[src/pkg/upd_ctrl_pkg.sv]
// constants and types shared by the parameter commit controller
package upd_ctrl_pkg;

  // **********************************************************
  // register map, byte offsets on the bus
  // **********************************************************
  localparam int          ADDR_W   = 8;
  localparam logic [7:0]  CTRL_OFF = 8'h00;
  localparam logic [7:0]  RATE_OFF = 8'h04;
  localparam logic [7:0]  AMP_OFF  = 8'h08;
  localparam logic [7:0]  ACT_OFF  = 8'h0C;
  localparam logic [7:0]  STAT_OFF = 8'h10;

  // **********************************************************
  // bus encodings
  // **********************************************************
  localparam logic [2:0]  SIZE_WORD = 3'h2;
  localparam logic        RESP_OKAY = 1'b0;

  // **********************************************************
  // timing and reset values
  // **********************************************************
  localparam int          QUARTER_DIV  = 4;
  localparam logic [1:0]  QUARTER_LAST = 2'(QUARTER_DIV - 1);
  localparam int          PULSE_CYC    = 12;
  localparam logic [3:0]  PULSE_LOAD   = 4'(PULSE_CYC);
  localparam logic [31:0] RATE_MIN     = 32'h0000_0003;
  localparam logic [31:0] RATE_RESET   = 32'h0000_0000;
  localparam logic [15:0] TIMER_ONE    = 16'h0001;
  localparam logic [3:0]  STEP_UNIT    = 4'h1;

  // **********************************************************
  // register layouts
  // **********************************************************
  typedef struct packed {
    logic [26:0] rsvd;
    logic        rampTimerReloadOnCommit;
    logic        autoRampSelect;
    logic [1:0]  rateCtl;
    logic        intCommitEn;
  } ctrl_t;

  typedef struct packed {
    logic [15:0] interval;
    logic [13:0] maxAmp;
    logic [1:0]  step;
  } amp_word_t;

  typedef struct packed {
    logic [15:0] timerCount;
    logic [9:0]  rsvd;
    logic        autoActive;
    logic        rampUp;
    logic        strobeLevel;
    logic [2:0]  profile;
  } status_t;

endpackage

[src/hdl/pin_sync.sv]
// three-flop synchroniser with agreement filter and change pulse
module pin_sync #(
  parameter int W = 1
) (
  // clock and reset
  input  wire logic         clk_sys,
  input  wire logic         rstN,
  // pin side
  input  wire logic [W-1:0] pinIn,
  // synchronised side
  output logic      [W-1:0] level,
  output logic              changed
);

  logic [W-1:0] stage1_reg;
  logic [W-1:0] stage2_reg;
  logic [W-1:0] stage3_reg;
  logic [W-1:0] level_reg;
  wire          agree = (stage2_reg == stage3_reg);

  // stage1 only feeds stage2; filtering starts at stage2/3
  always_ff @(posedge clk_sys or negedge rstN)
  begin
    if (!rstN)
    begin
      stage1_reg <= '0;
      stage2_reg <= '0;
      stage3_reg <= '0;
      level_reg  <= '0;
    end
    else
    begin
      stage1_reg <= pinIn;
      stage2_reg <= stage1_reg;
      stage3_reg <= stage2_reg;
      if (agree)
        level_reg <= stage3_reg;
    end
  end

  assign level   = level_reg;
  assign changed = agree && (stage3_reg != level_reg);

endmodule

[src/hdl/ramp_timer.sv]
// 16-bit ramp interval timer with self reload and forced reload
module ramp_timer (
  // clock and reset
  input  wire logic        clk_sys,
  input  wire logic        rstN,
  // control
  input  wire logic        tickEn,
  input  wire logic        run,
  input  wire logic        reload,
  input  wire logic [15:0] interval,
  // state
  output logic             expire,
  output logic      [15:0] count
);

  logic [15:0] count_reg;
  wire         atEnd = (count_reg <= upd_ctrl_pkg::TIMER_ONE);

  assign expire = run && tickEn && atEnd && !reload;
  assign count  = count_reg;

  // a zero interval expires on every tick rather than wrapping
  always_ff @(posedge clk_sys or negedge rstN)
  begin
    if (!rstN)
      count_reg <= '0;
    else if (reload || !run)
      count_reg <= interval;
    else if (tickEn)
      count_reg <= atEnd ? interval : count_reg - upd_ctrl_pkg::TIMER_ONE;
  end
endmodule

[src/hdl/param_update_profile_ctrl.sv]
// parameter commit, profile select and ramp timer control with an AHB-Lite slave
module param_update_profile_ctrl (
  // clock and reset
  input  wire logic                     clk_sys,
  input  wire logic                     nrst,
  // AHB-Lite slave
  input  wire logic                     hsel,
  input  wire logic [31:0]              haddr,
  input  wire logic [1:0]               htrans,
  input  wire logic                     hwrite,
  input  wire logic [2:0]               hsize,
  input  wire logic [31:0]              hwdata,
  input  wire logic                     hready,
  output logic                          hreadyout,
  output logic                          hresp,
  output logic      [31:0]              hrdata,
  // commit strobe pin, two-way
  input  wire logic                     strobeIn,
  output logic                          strobeOut,
  output logic                          strobeOe,
  // profile and ramp direction pins
  input  wire logic [2:0]               profileSel,
  input  wire logic                     outputKeying,
  // working hardware side
  output upd_ctrl_pkg::amp_word_t       activeAmp,
  output logic      [3:0]               stepSize,
  output logic      [2:0]               activeProfile,
  output logic                          rampUp,
  output logic                          rampTick,
  output logic                          commitPulse
);

  // **********************************************************
  // reset release
  // **********************************************************
  logic [1:0] rstPipe_reg;
  wire        rstN = rstPipe_reg[1];

  always_ff @(posedge clk_sys or negedge nrst)
  begin
    if (!nrst)
      rstPipe_reg <= '0;
    else
      rstPipe_reg <= {rstPipe_reg[0], 1'b1};
  end

  // **********************************************************
  // pin synchronisers
  // **********************************************************
  logic       strobeLvl;
  logic       strobeChg;
  logic [2:0] profLvl;
  logic       profChg;
  logic       dirLvl;
  logic       dirChg;

  pin_sync #(.W(1)) strobeSync (
    .clk_sys (clk_sys),
    .rstN    (rstN),
    .pinIn   (strobeIn),
    .level   (strobeLvl),
    .changed (strobeChg)
  );

  pin_sync #(.W(3)) profileSync (
    .clk_sys (clk_sys),
    .rstN    (rstN),
    .pinIn   (profileSel),
    .level   (profLvl),
    .changed (profChg)
  );

  pin_sync #(.W(1)) dirSync (
    .clk_sys (clk_sys),
    .rstN    (rstN),
    .pinIn   (outputKeying),
    .level   (dirLvl),
    .changed (dirChg)
  );

  // **********************************************************
  // registers
  // **********************************************************
  upd_ctrl_pkg::ctrl_t     ctrl_reg;
  upd_ctrl_pkg::ctrl_t     ctrlIn;
  upd_ctrl_pkg::amp_word_t ampProg_reg;
  upd_ctrl_pkg::amp_word_t ampAct_reg;
  upd_ctrl_pkg::status_t   status;
  logic [31:0]             rate_reg;
  logic                    autoAct_reg;
  logic [3:0]              stepSize_reg;
  logic [15:0]             timerCount;

  // **********************************************************
  // bus slave: zero wait states, always OKAY
  // **********************************************************
  logic                    wrPend_reg;
  logic [7:0]              wrAddr_reg;
  logic [31:0]             rdData_reg;
  wire                     addrValid = hsel && hready && htrans[1];
  wire  [7:0]              aAddr     = haddr[upd_ctrl_pkg::ADDR_W-1:0];
  wire                     wordSize  = (hsize == upd_ctrl_pkg::SIZE_WORD);
  wire                     wrCtrl    = wrPend_reg && (wrAddr_reg == upd_ctrl_pkg::CTRL_OFF);
  wire                     wrRate    = wrPend_reg && (wrAddr_reg == upd_ctrl_pkg::RATE_OFF);
  wire                     wrAmp     = wrPend_reg && (wrAddr_reg == upd_ctrl_pkg::AMP_OFF);
  wire  [31:0]             rdMux;

  always_comb
  begin
    ctrlIn      = upd_ctrl_pkg::ctrl_t'(hwdata);
    ctrlIn.rsvd = '0;
  end

  assign rdMux =
    (aAddr == upd_ctrl_pkg::CTRL_OFF) ? 32'(ctrl_reg)    :
    (aAddr == upd_ctrl_pkg::RATE_OFF) ? rate_reg         :
    (aAddr == upd_ctrl_pkg::AMP_OFF)  ? 32'(ampProg_reg) :
    (aAddr == upd_ctrl_pkg::ACT_OFF)  ? 32'(ampAct_reg)  :
    (aAddr == upd_ctrl_pkg::STAT_OFF) ? 32'(status)      :
                                        32'h0000_0000;

  // read data is captured in the address phase, so a read right
  // behind a write to the same word still returns the old value
  always_ff @(posedge clk_sys or negedge rstN)
  begin
    if (!rstN)
    begin
      wrPend_reg <= 1'b0;
      wrAddr_reg <= '0;
      rdData_reg <= '0;
    end
    else
    begin
      wrPend_reg <= addrValid && hwrite && wordSize;
      if (addrValid)
        wrAddr_reg <= aAddr;
      if (addrValid && !hwrite)
        rdData_reg <= rdMux;
    end
  end

  assign hreadyout = 1'b1;
  assign hresp     = upd_ctrl_pkg::RESP_OKAY;
  assign hrdata    = rdData_reg;

  // programming registers; the amplitude word stays here until a commit
  always_ff @(posedge clk_sys or negedge rstN)
  begin
    if (!rstN)
    begin
      ctrl_reg    <= '0;
      rate_reg    <= upd_ctrl_pkg::RATE_RESET;
      ampProg_reg <= '0;
    end
    else
    begin
      if (wrCtrl)
        ctrl_reg <= ctrlIn;
      if (wrRate)
        rate_reg <= hwdata;
      if (wrAmp)
        ampProg_reg <= upd_ctrl_pkg::amp_word_t'(hwdata);
    end
  end

  // **********************************************************
  // quarter-rate and rate dividers
  // **********************************************************
  logic [1:0]  quarter_reg;
  logic [2:0]  rateDiv_reg;
  logic [31:0] rateCnt_reg;
  wire         quarterEn = (quarter_reg == upd_ctrl_pkg::QUARTER_LAST);
  wire  [2:0]  rateMask  = 3'((4'h1 << ctrl_reg.rateCtl) - 4'h1);
  wire         rateEn    = quarterEn && ((rateDiv_reg & rateMask) == rateMask);
  wire         rateLow   = (rate_reg <= upd_ctrl_pkg::RATE_MIN);
  wire         intMode   = ctrl_reg.intCommitEn;
  wire         rateHit   = (rateCnt_reg >= rate_reg - 32'h0000_0001);
  wire         intCommit = intMode && !rateLow && rateEn && rateHit;

  always_ff @(posedge clk_sys or negedge rstN)
  begin
    if (!rstN)
    begin
      quarter_reg <= '0;
      rateDiv_reg <= '0;
      rateCnt_reg <= '0;
    end
    else
    begin
      quarter_reg <= quarter_reg + 2'h1;
      if (quarterEn)
        rateDiv_reg <= rateDiv_reg + 3'h1;
      if (!intMode || rateLow)
        rateCnt_reg <= '0;
      else if (rateEn)
        rateCnt_reg <= rateHit ? '0 : rateCnt_reg + 32'h0000_0001;
    end
  end

  // **********************************************************
  // commit sources
  // **********************************************************
  // own strobe drive is echoed back through the pin, so ignore it
  wire extRise = !intMode && strobeChg && !strobeLvl;
  wire commit  = extRise || profChg || intCommit;
  wire autoRise = commit && ctrl_reg.autoRampSelect && !autoAct_reg;

  always_ff @(posedge clk_sys or negedge rstN)
  begin
    if (!rstN)
    begin
      ampAct_reg   <= '0;
      autoAct_reg  <= 1'b0;
      stepSize_reg <= upd_ctrl_pkg::STEP_UNIT;
    end
    else if (commit)
    begin
      ampAct_reg   <= ampProg_reg;
      autoAct_reg  <= ctrl_reg.autoRampSelect;
      stepSize_reg <= upd_ctrl_pkg::STEP_UNIT << ampProg_reg.step;
    end
  end

  // **********************************************************
  // strobe output drive
  // **********************************************************
  logic [3:0] pulseCnt_reg;
  logic       strobeOut_reg;
  logic [3:0] pulseNext;

  always_comb
  begin
    pulseNext = '0;
    if (intCommit)
      pulseNext = upd_ctrl_pkg::PULSE_LOAD;
    else if (pulseCnt_reg != '0)
      pulseNext = pulseCnt_reg - 4'h1;
  end

  always_ff @(posedge clk_sys or negedge rstN)
  begin
    if (!rstN)
    begin
      pulseCnt_reg  <= '0;
      strobeOut_reg <= 1'b0;
    end
    else
    begin
      pulseCnt_reg  <= pulseNext;
      strobeOut_reg <= intMode && (rateLow || pulseNext != '0);
    end
  end

  assign strobeOut = strobeOut_reg;
  assign strobeOe  = intMode;

  // **********************************************************
  // ramp interval timer
  // **********************************************************
  wire        reloadCommit = commit && ctrl_reg.rampTimerReloadOnCommit;
  wire        timerReload  = autoRise || dirChg || reloadCommit;
  // a commit that reloads must load the interval it is committing
  wire [15:0] timerIval    = commit ? ampProg_reg.interval : ampAct_reg.interval;
  logic       timerExpire;
  logic       rampTick_reg;
  logic       commitPulse_reg;

  ramp_timer intervalTimer (
    .clk_sys  (clk_sys),
    .rstN     (rstN),
    .tickEn   (quarterEn),
    .run      (autoAct_reg),
    .reload   (timerReload),
    .interval (timerIval),
    .expire   (timerExpire),
    .count    (timerCount)
  );

  always_ff @(posedge clk_sys or negedge rstN)
  begin
    if (!rstN)
    begin
      rampTick_reg    <= 1'b0;
      commitPulse_reg <= 1'b0;
    end
    else
    begin
      rampTick_reg    <= timerExpire;
      commitPulse_reg <= commit;
    end
  end

  // **********************************************************
  // outputs and status
  // **********************************************************
  always_comb
  begin
    status             = '0;
    status.timerCount  = timerCount;
    status.autoActive  = autoAct_reg;
    status.rampUp      = dirLvl;
    status.strobeLevel = strobeLvl;
    status.profile     = profLvl;
  end

  assign activeAmp     = ampAct_reg;
  assign stepSize      = stepSize_reg;
  assign activeProfile = profLvl;
  assign rampUp        = dirLvl;
  assign rampTick      = rampTick_reg;
  assign commitPulse   = commitPulse_reg;
endmodule

[config.mk]
export PLATFORM = sky130hd
export DESIGN_NAME = param_update_profile_ctrl
export DESIGN_NICKNAME = d
export VERILOG_FILES = /design/src/pkg/upd_ctrl_pkg.sv /design/src/hdl/pin_sync.sv /design/src/hdl/ramp_timer.sv /design/src/hdl/param_update_profile_ctrl.sv
export SDC_FILE = /design/constraint.sdc
export NUM_CORES = 1
export LEC_CHECK = 0
export ABC_AREA = 0
export BUFFER_PORTS_ARGS = -buffer_cell sky130_fd_sc_hd__buf_2
export CAP_MARGIN = 20
export CORE_MARGIN = 8
export CORE_UTILIZATION = 53
export DETAILED_ROUTE_END_ITERATION = 10
export PLACE_DENSITY = 0.84
export SYNTH_ARGS = -nofsm -noshare
export SYNTH_HDL_FRONTEND = slang
export SYNTH_HIERARCHICAL = 1
export SYNTH_SLANG_ARGS = --single-unit
[constraint.sdc]
create_clock -name clk_sys -period 7.4 [get_ports clk_sys]
set_input_delay 0 -clock clk_sys [delete_from_list [all_inputs] [get_ports clk_sys]]
set_output_delay 0 -clock clk_sys [all_outputs]
set_load 0.01 [all_outputs]
==> out/results.ini <==
[worst_setup_path]
path_cells=nor4_2 -> nand4b_2 -> nor2_1 -> nand2_1 -> or4_1 -> xor2_1 -> ha_1 -> nand4_1 -> nor4_1 -> nand4_1 -> a211oi_1 -> nor3b_4 -> o21bai_1 -> nand2b_1 -> nor2_1 -> a22o_1 -> a31oi_1 -> nand3_1
path_class=reg -> reg
critPathMaxFanout=10
max_stage_delay_ns=0.63
worst_ep_arrival_time_ns=6.40
cp_slowest_cell=a211oi_1
end_kind=flip-flop
cp_top_family=simple AND/OR/NAND/NOR gates
critPathBufInv=0
start_kind=flip-flop
crit_required_ns=7.81

[floorplan]
die_w_um=167
fp.dieArea_um2=27900
core-area_um2=22500
dieHeight_um=167
start_util_pct=53.8
rows=55
pin_count=157

[power_and_ir_drop]
p_clk_share_pct=35.4
swShare_pct=31.0
power_w=0.00363
p_per_area_nw_per_um2=254
internal_power_w=0.00251
comb_power_share_pct=19.7
pwr-share-seq_pct=44.9
power_switching_w=0.00113
leakage_nw=6.40
ir_drop_mv=0.292

[sta]
tightest_slew_ns=1.07
clock_skew_ns=0.0135
fmax_ghz=0.167
holdWs_ns=0.0514
setup_ws_ns=1.41
relSlewSlack_pct=28.6
min_period_over_period_pct=81.0
rsz0062_at_grt=false
drv_slew=0
hold_viol=0
finalCriticalPeriod_ns=5.99
finalSetupViolCount=0
fin_setup_tns_ns=0

[synthesis]
synth_seq_area_share_pct=47.4
synth_warnings=6
ys.flop_type=dfrtp_1
syn-cell-area_um2=12100
synth_seq_cells=229
syn_avg_cell_area_um2=10.7
synth_edf_count=0
synthTopCellsByArea=dfrtp_1, mux2_2, ha_1, nand2_1, nand3_1
synth_cell_types=76
yosys.area.top_type=dfrtp_1
synth_top_area_share_pct=47.1
async_reset_ff_share_pct=100
synthCells=1135

[drt]
route.detailed.drc=0
drt_iter0_drc=1132
ant_nets=0
viasPerCell=6.34
wl_um=34700
vias=10117
wire_per_inst_um=21.8
drt_pass1_iterations=7

[flow_run]
max_cap_viol_count=0

[cts]
clockBufferDepth=3
path_clk_slew_ns=0.06
cts_tree=done
ctsResizeCount=0
numCtsBuffers=26
clkSinkCount=229
cts_setup_buffers=0
clock_latency_ns=0.54
cts-htree-levels=1
root_buffer=clkbuf_16

[place]
dp_hpwl_um=22800
gp_congestion=0.911
dp_slack_ns=1.70
io_buffers=129

[global_route]
grt_max_degree=188
antenna_found_initial=2
grt_pass1_vias=10359
grt_pass1_wl_um=55800
track_usage_pct=24.3
grt_overflow=0

[final_layout]
final_net_count=1409
area_delta_synth_final_pct=18.1
fillCellCount=1646
drive_above_1_share_pct=26.0

[outcome]
outcome=finished, final reports clean

[worst_hold_path]
hold_class=in -> reg

[worst paths after layout]
kind	from	to	slack, ns	cells past startpoint
max	rate_reg[4]	intervalTimer/count[13]	1.41	18
min	hready	wrPend_reg	0.05	3
min in group asynchronous	rstPipe_reg[1]	hrdata[26]	0.32	0
min reg2reg	rstPipe_reg[1]	hrdata[26]	0.32	0
max in group asynchronous	rstPipe_reg[1]	strobeSync/stage1_reg	5.69	1
max reg2reg	rate_reg[4]	intervalTimer/count[13]	1.41	18
[power groups by stage]
| stage | Combinational [W] | Sequential [W] | Clock [W] |
|---|---|---|---|
| 2_1_floorplan | 0.000412 | 0.00164 | 0 |
| 3_5_place_dp | 0.000686 | 0.00164 | 0 |
| 6_report | 0.000715 | 0.00163 | 0.00129 |
| 5_1_grt | 0.000777 | 0.00165 | 0.00135 |
| 4_1_cts | 0.000712 | 0.00162 | 0.00129 |
| 3_3_place_gp | 0.000667 | 0.00163 | 0 |
[worst min-delay path, delay by kind of cell]
| kind | cells | cell delay (ns) |
|---|---|---|
| and+or+nand+nor | 2 | 0.44 |
| buffers and inverters | 1 | 0.11 |
[through the flow]
step,instances,instance area (um2),util (%)
after CTS,1594,14300,63.5
after global placement,1501,13000,57.6
after detailed placement,1501,13000,57.6
after global routing,1597,14300,63.5
final,1597,14300,63.5
after floorplan,1136,12100,-
[layer usage]
layer,vias to the layer above,global-route usage [%],routed length (um)
met3,122,4.16,2220
met5,-,0,0
met2,439,41.1,17100
li1,4530,-,-
met4,0,11.0,1520
met1,5026,30.1,13900
[final cells by class]
cell class / instances / area (um2) / share of cell area [%]
sequential: 229 / 5740 / 40.1
clock inverter: 13 / 114 / 0.797
multi-input combinational: 813 / 5990 / 41.9
timing repair buffer: 190 / 1230 / 8.61
antenna: 2 / 5.00 / 0.0350
tap: 285 / 357 / 2.49
inverter: 31 / 116 / 0.814
clock buffer: 34 / 742 / 5.19
[what timing repair did]
| action | in CTS | in global routing |
|---|---|---|
| endpoints found under the setup margin | 0 | 0 |
| hold buffers | 46 | 0 |
| hold endpoints to repair | 85 | 0 |
[synth_stat cells (all sizes together), types with 11 or more instances]
cell type    n
xor2        13
nand4       23
nand3       49
mux2i       16
and3        11
inv         31
nor4        22
a22o        18
nor2        57
clkbuf      46
ha          39
dfrtp      228
a31oi       37
mux2       139
a21oi       28
a22oi       28
nand2      100
o21ai       49
nor3        24
xnor2       24
buf         17
[layout by cell type (no fill, tap or decap), types with 7 or more instances in the layout]
cell           synthesis  final
o21ai_0               49     49
dlygate4sd3_1          0     46
o211ai_1               7      7
a22oi_1               28     28
buf_2                  2    129
clkbuf_16              0     27
xnor2_1               24     24
mux2i_1               16     16
nand4_1               23     23
o31ai_1               10     10
a21oi_1               28     28
and3_1                11     11
nor2b_1                8      8
nand2b_1              10     10
a22o_1                18     18
ha_1                  39     39
nor3_1                23     23
a31oi_1               37     37
inv_1                 31     31
nand2_1              100    100
mux2_2               127    127
dfrtp_1              228    227
mux2_1                12     12
nor4_1                19     18
buf_4                  5     13
o22ai_1                8      8
xor2_1                13     13
nand3_1               49     49
a211oi_1               7      7
nor2_1                56     56
[cells by family (layout without fill, tap and decap cells)]
kind of cell | Yosys count | after routing | synth area share (%)
simple gates | 349 | 349 | 15.3
flops | 229 | 229 | 47.4
compound gates | 228 | 228 | 12.7
mux | 155 | 155 | 14.3
buf+inv | 94 | 268 | 3.43
fa+ha+maj | 41 | 41 | 4.22
xor+xnor | 37 | 37 | 2.68
other cells | 2 | 5 | 0.0621
(Power assumes the default switching activity.)
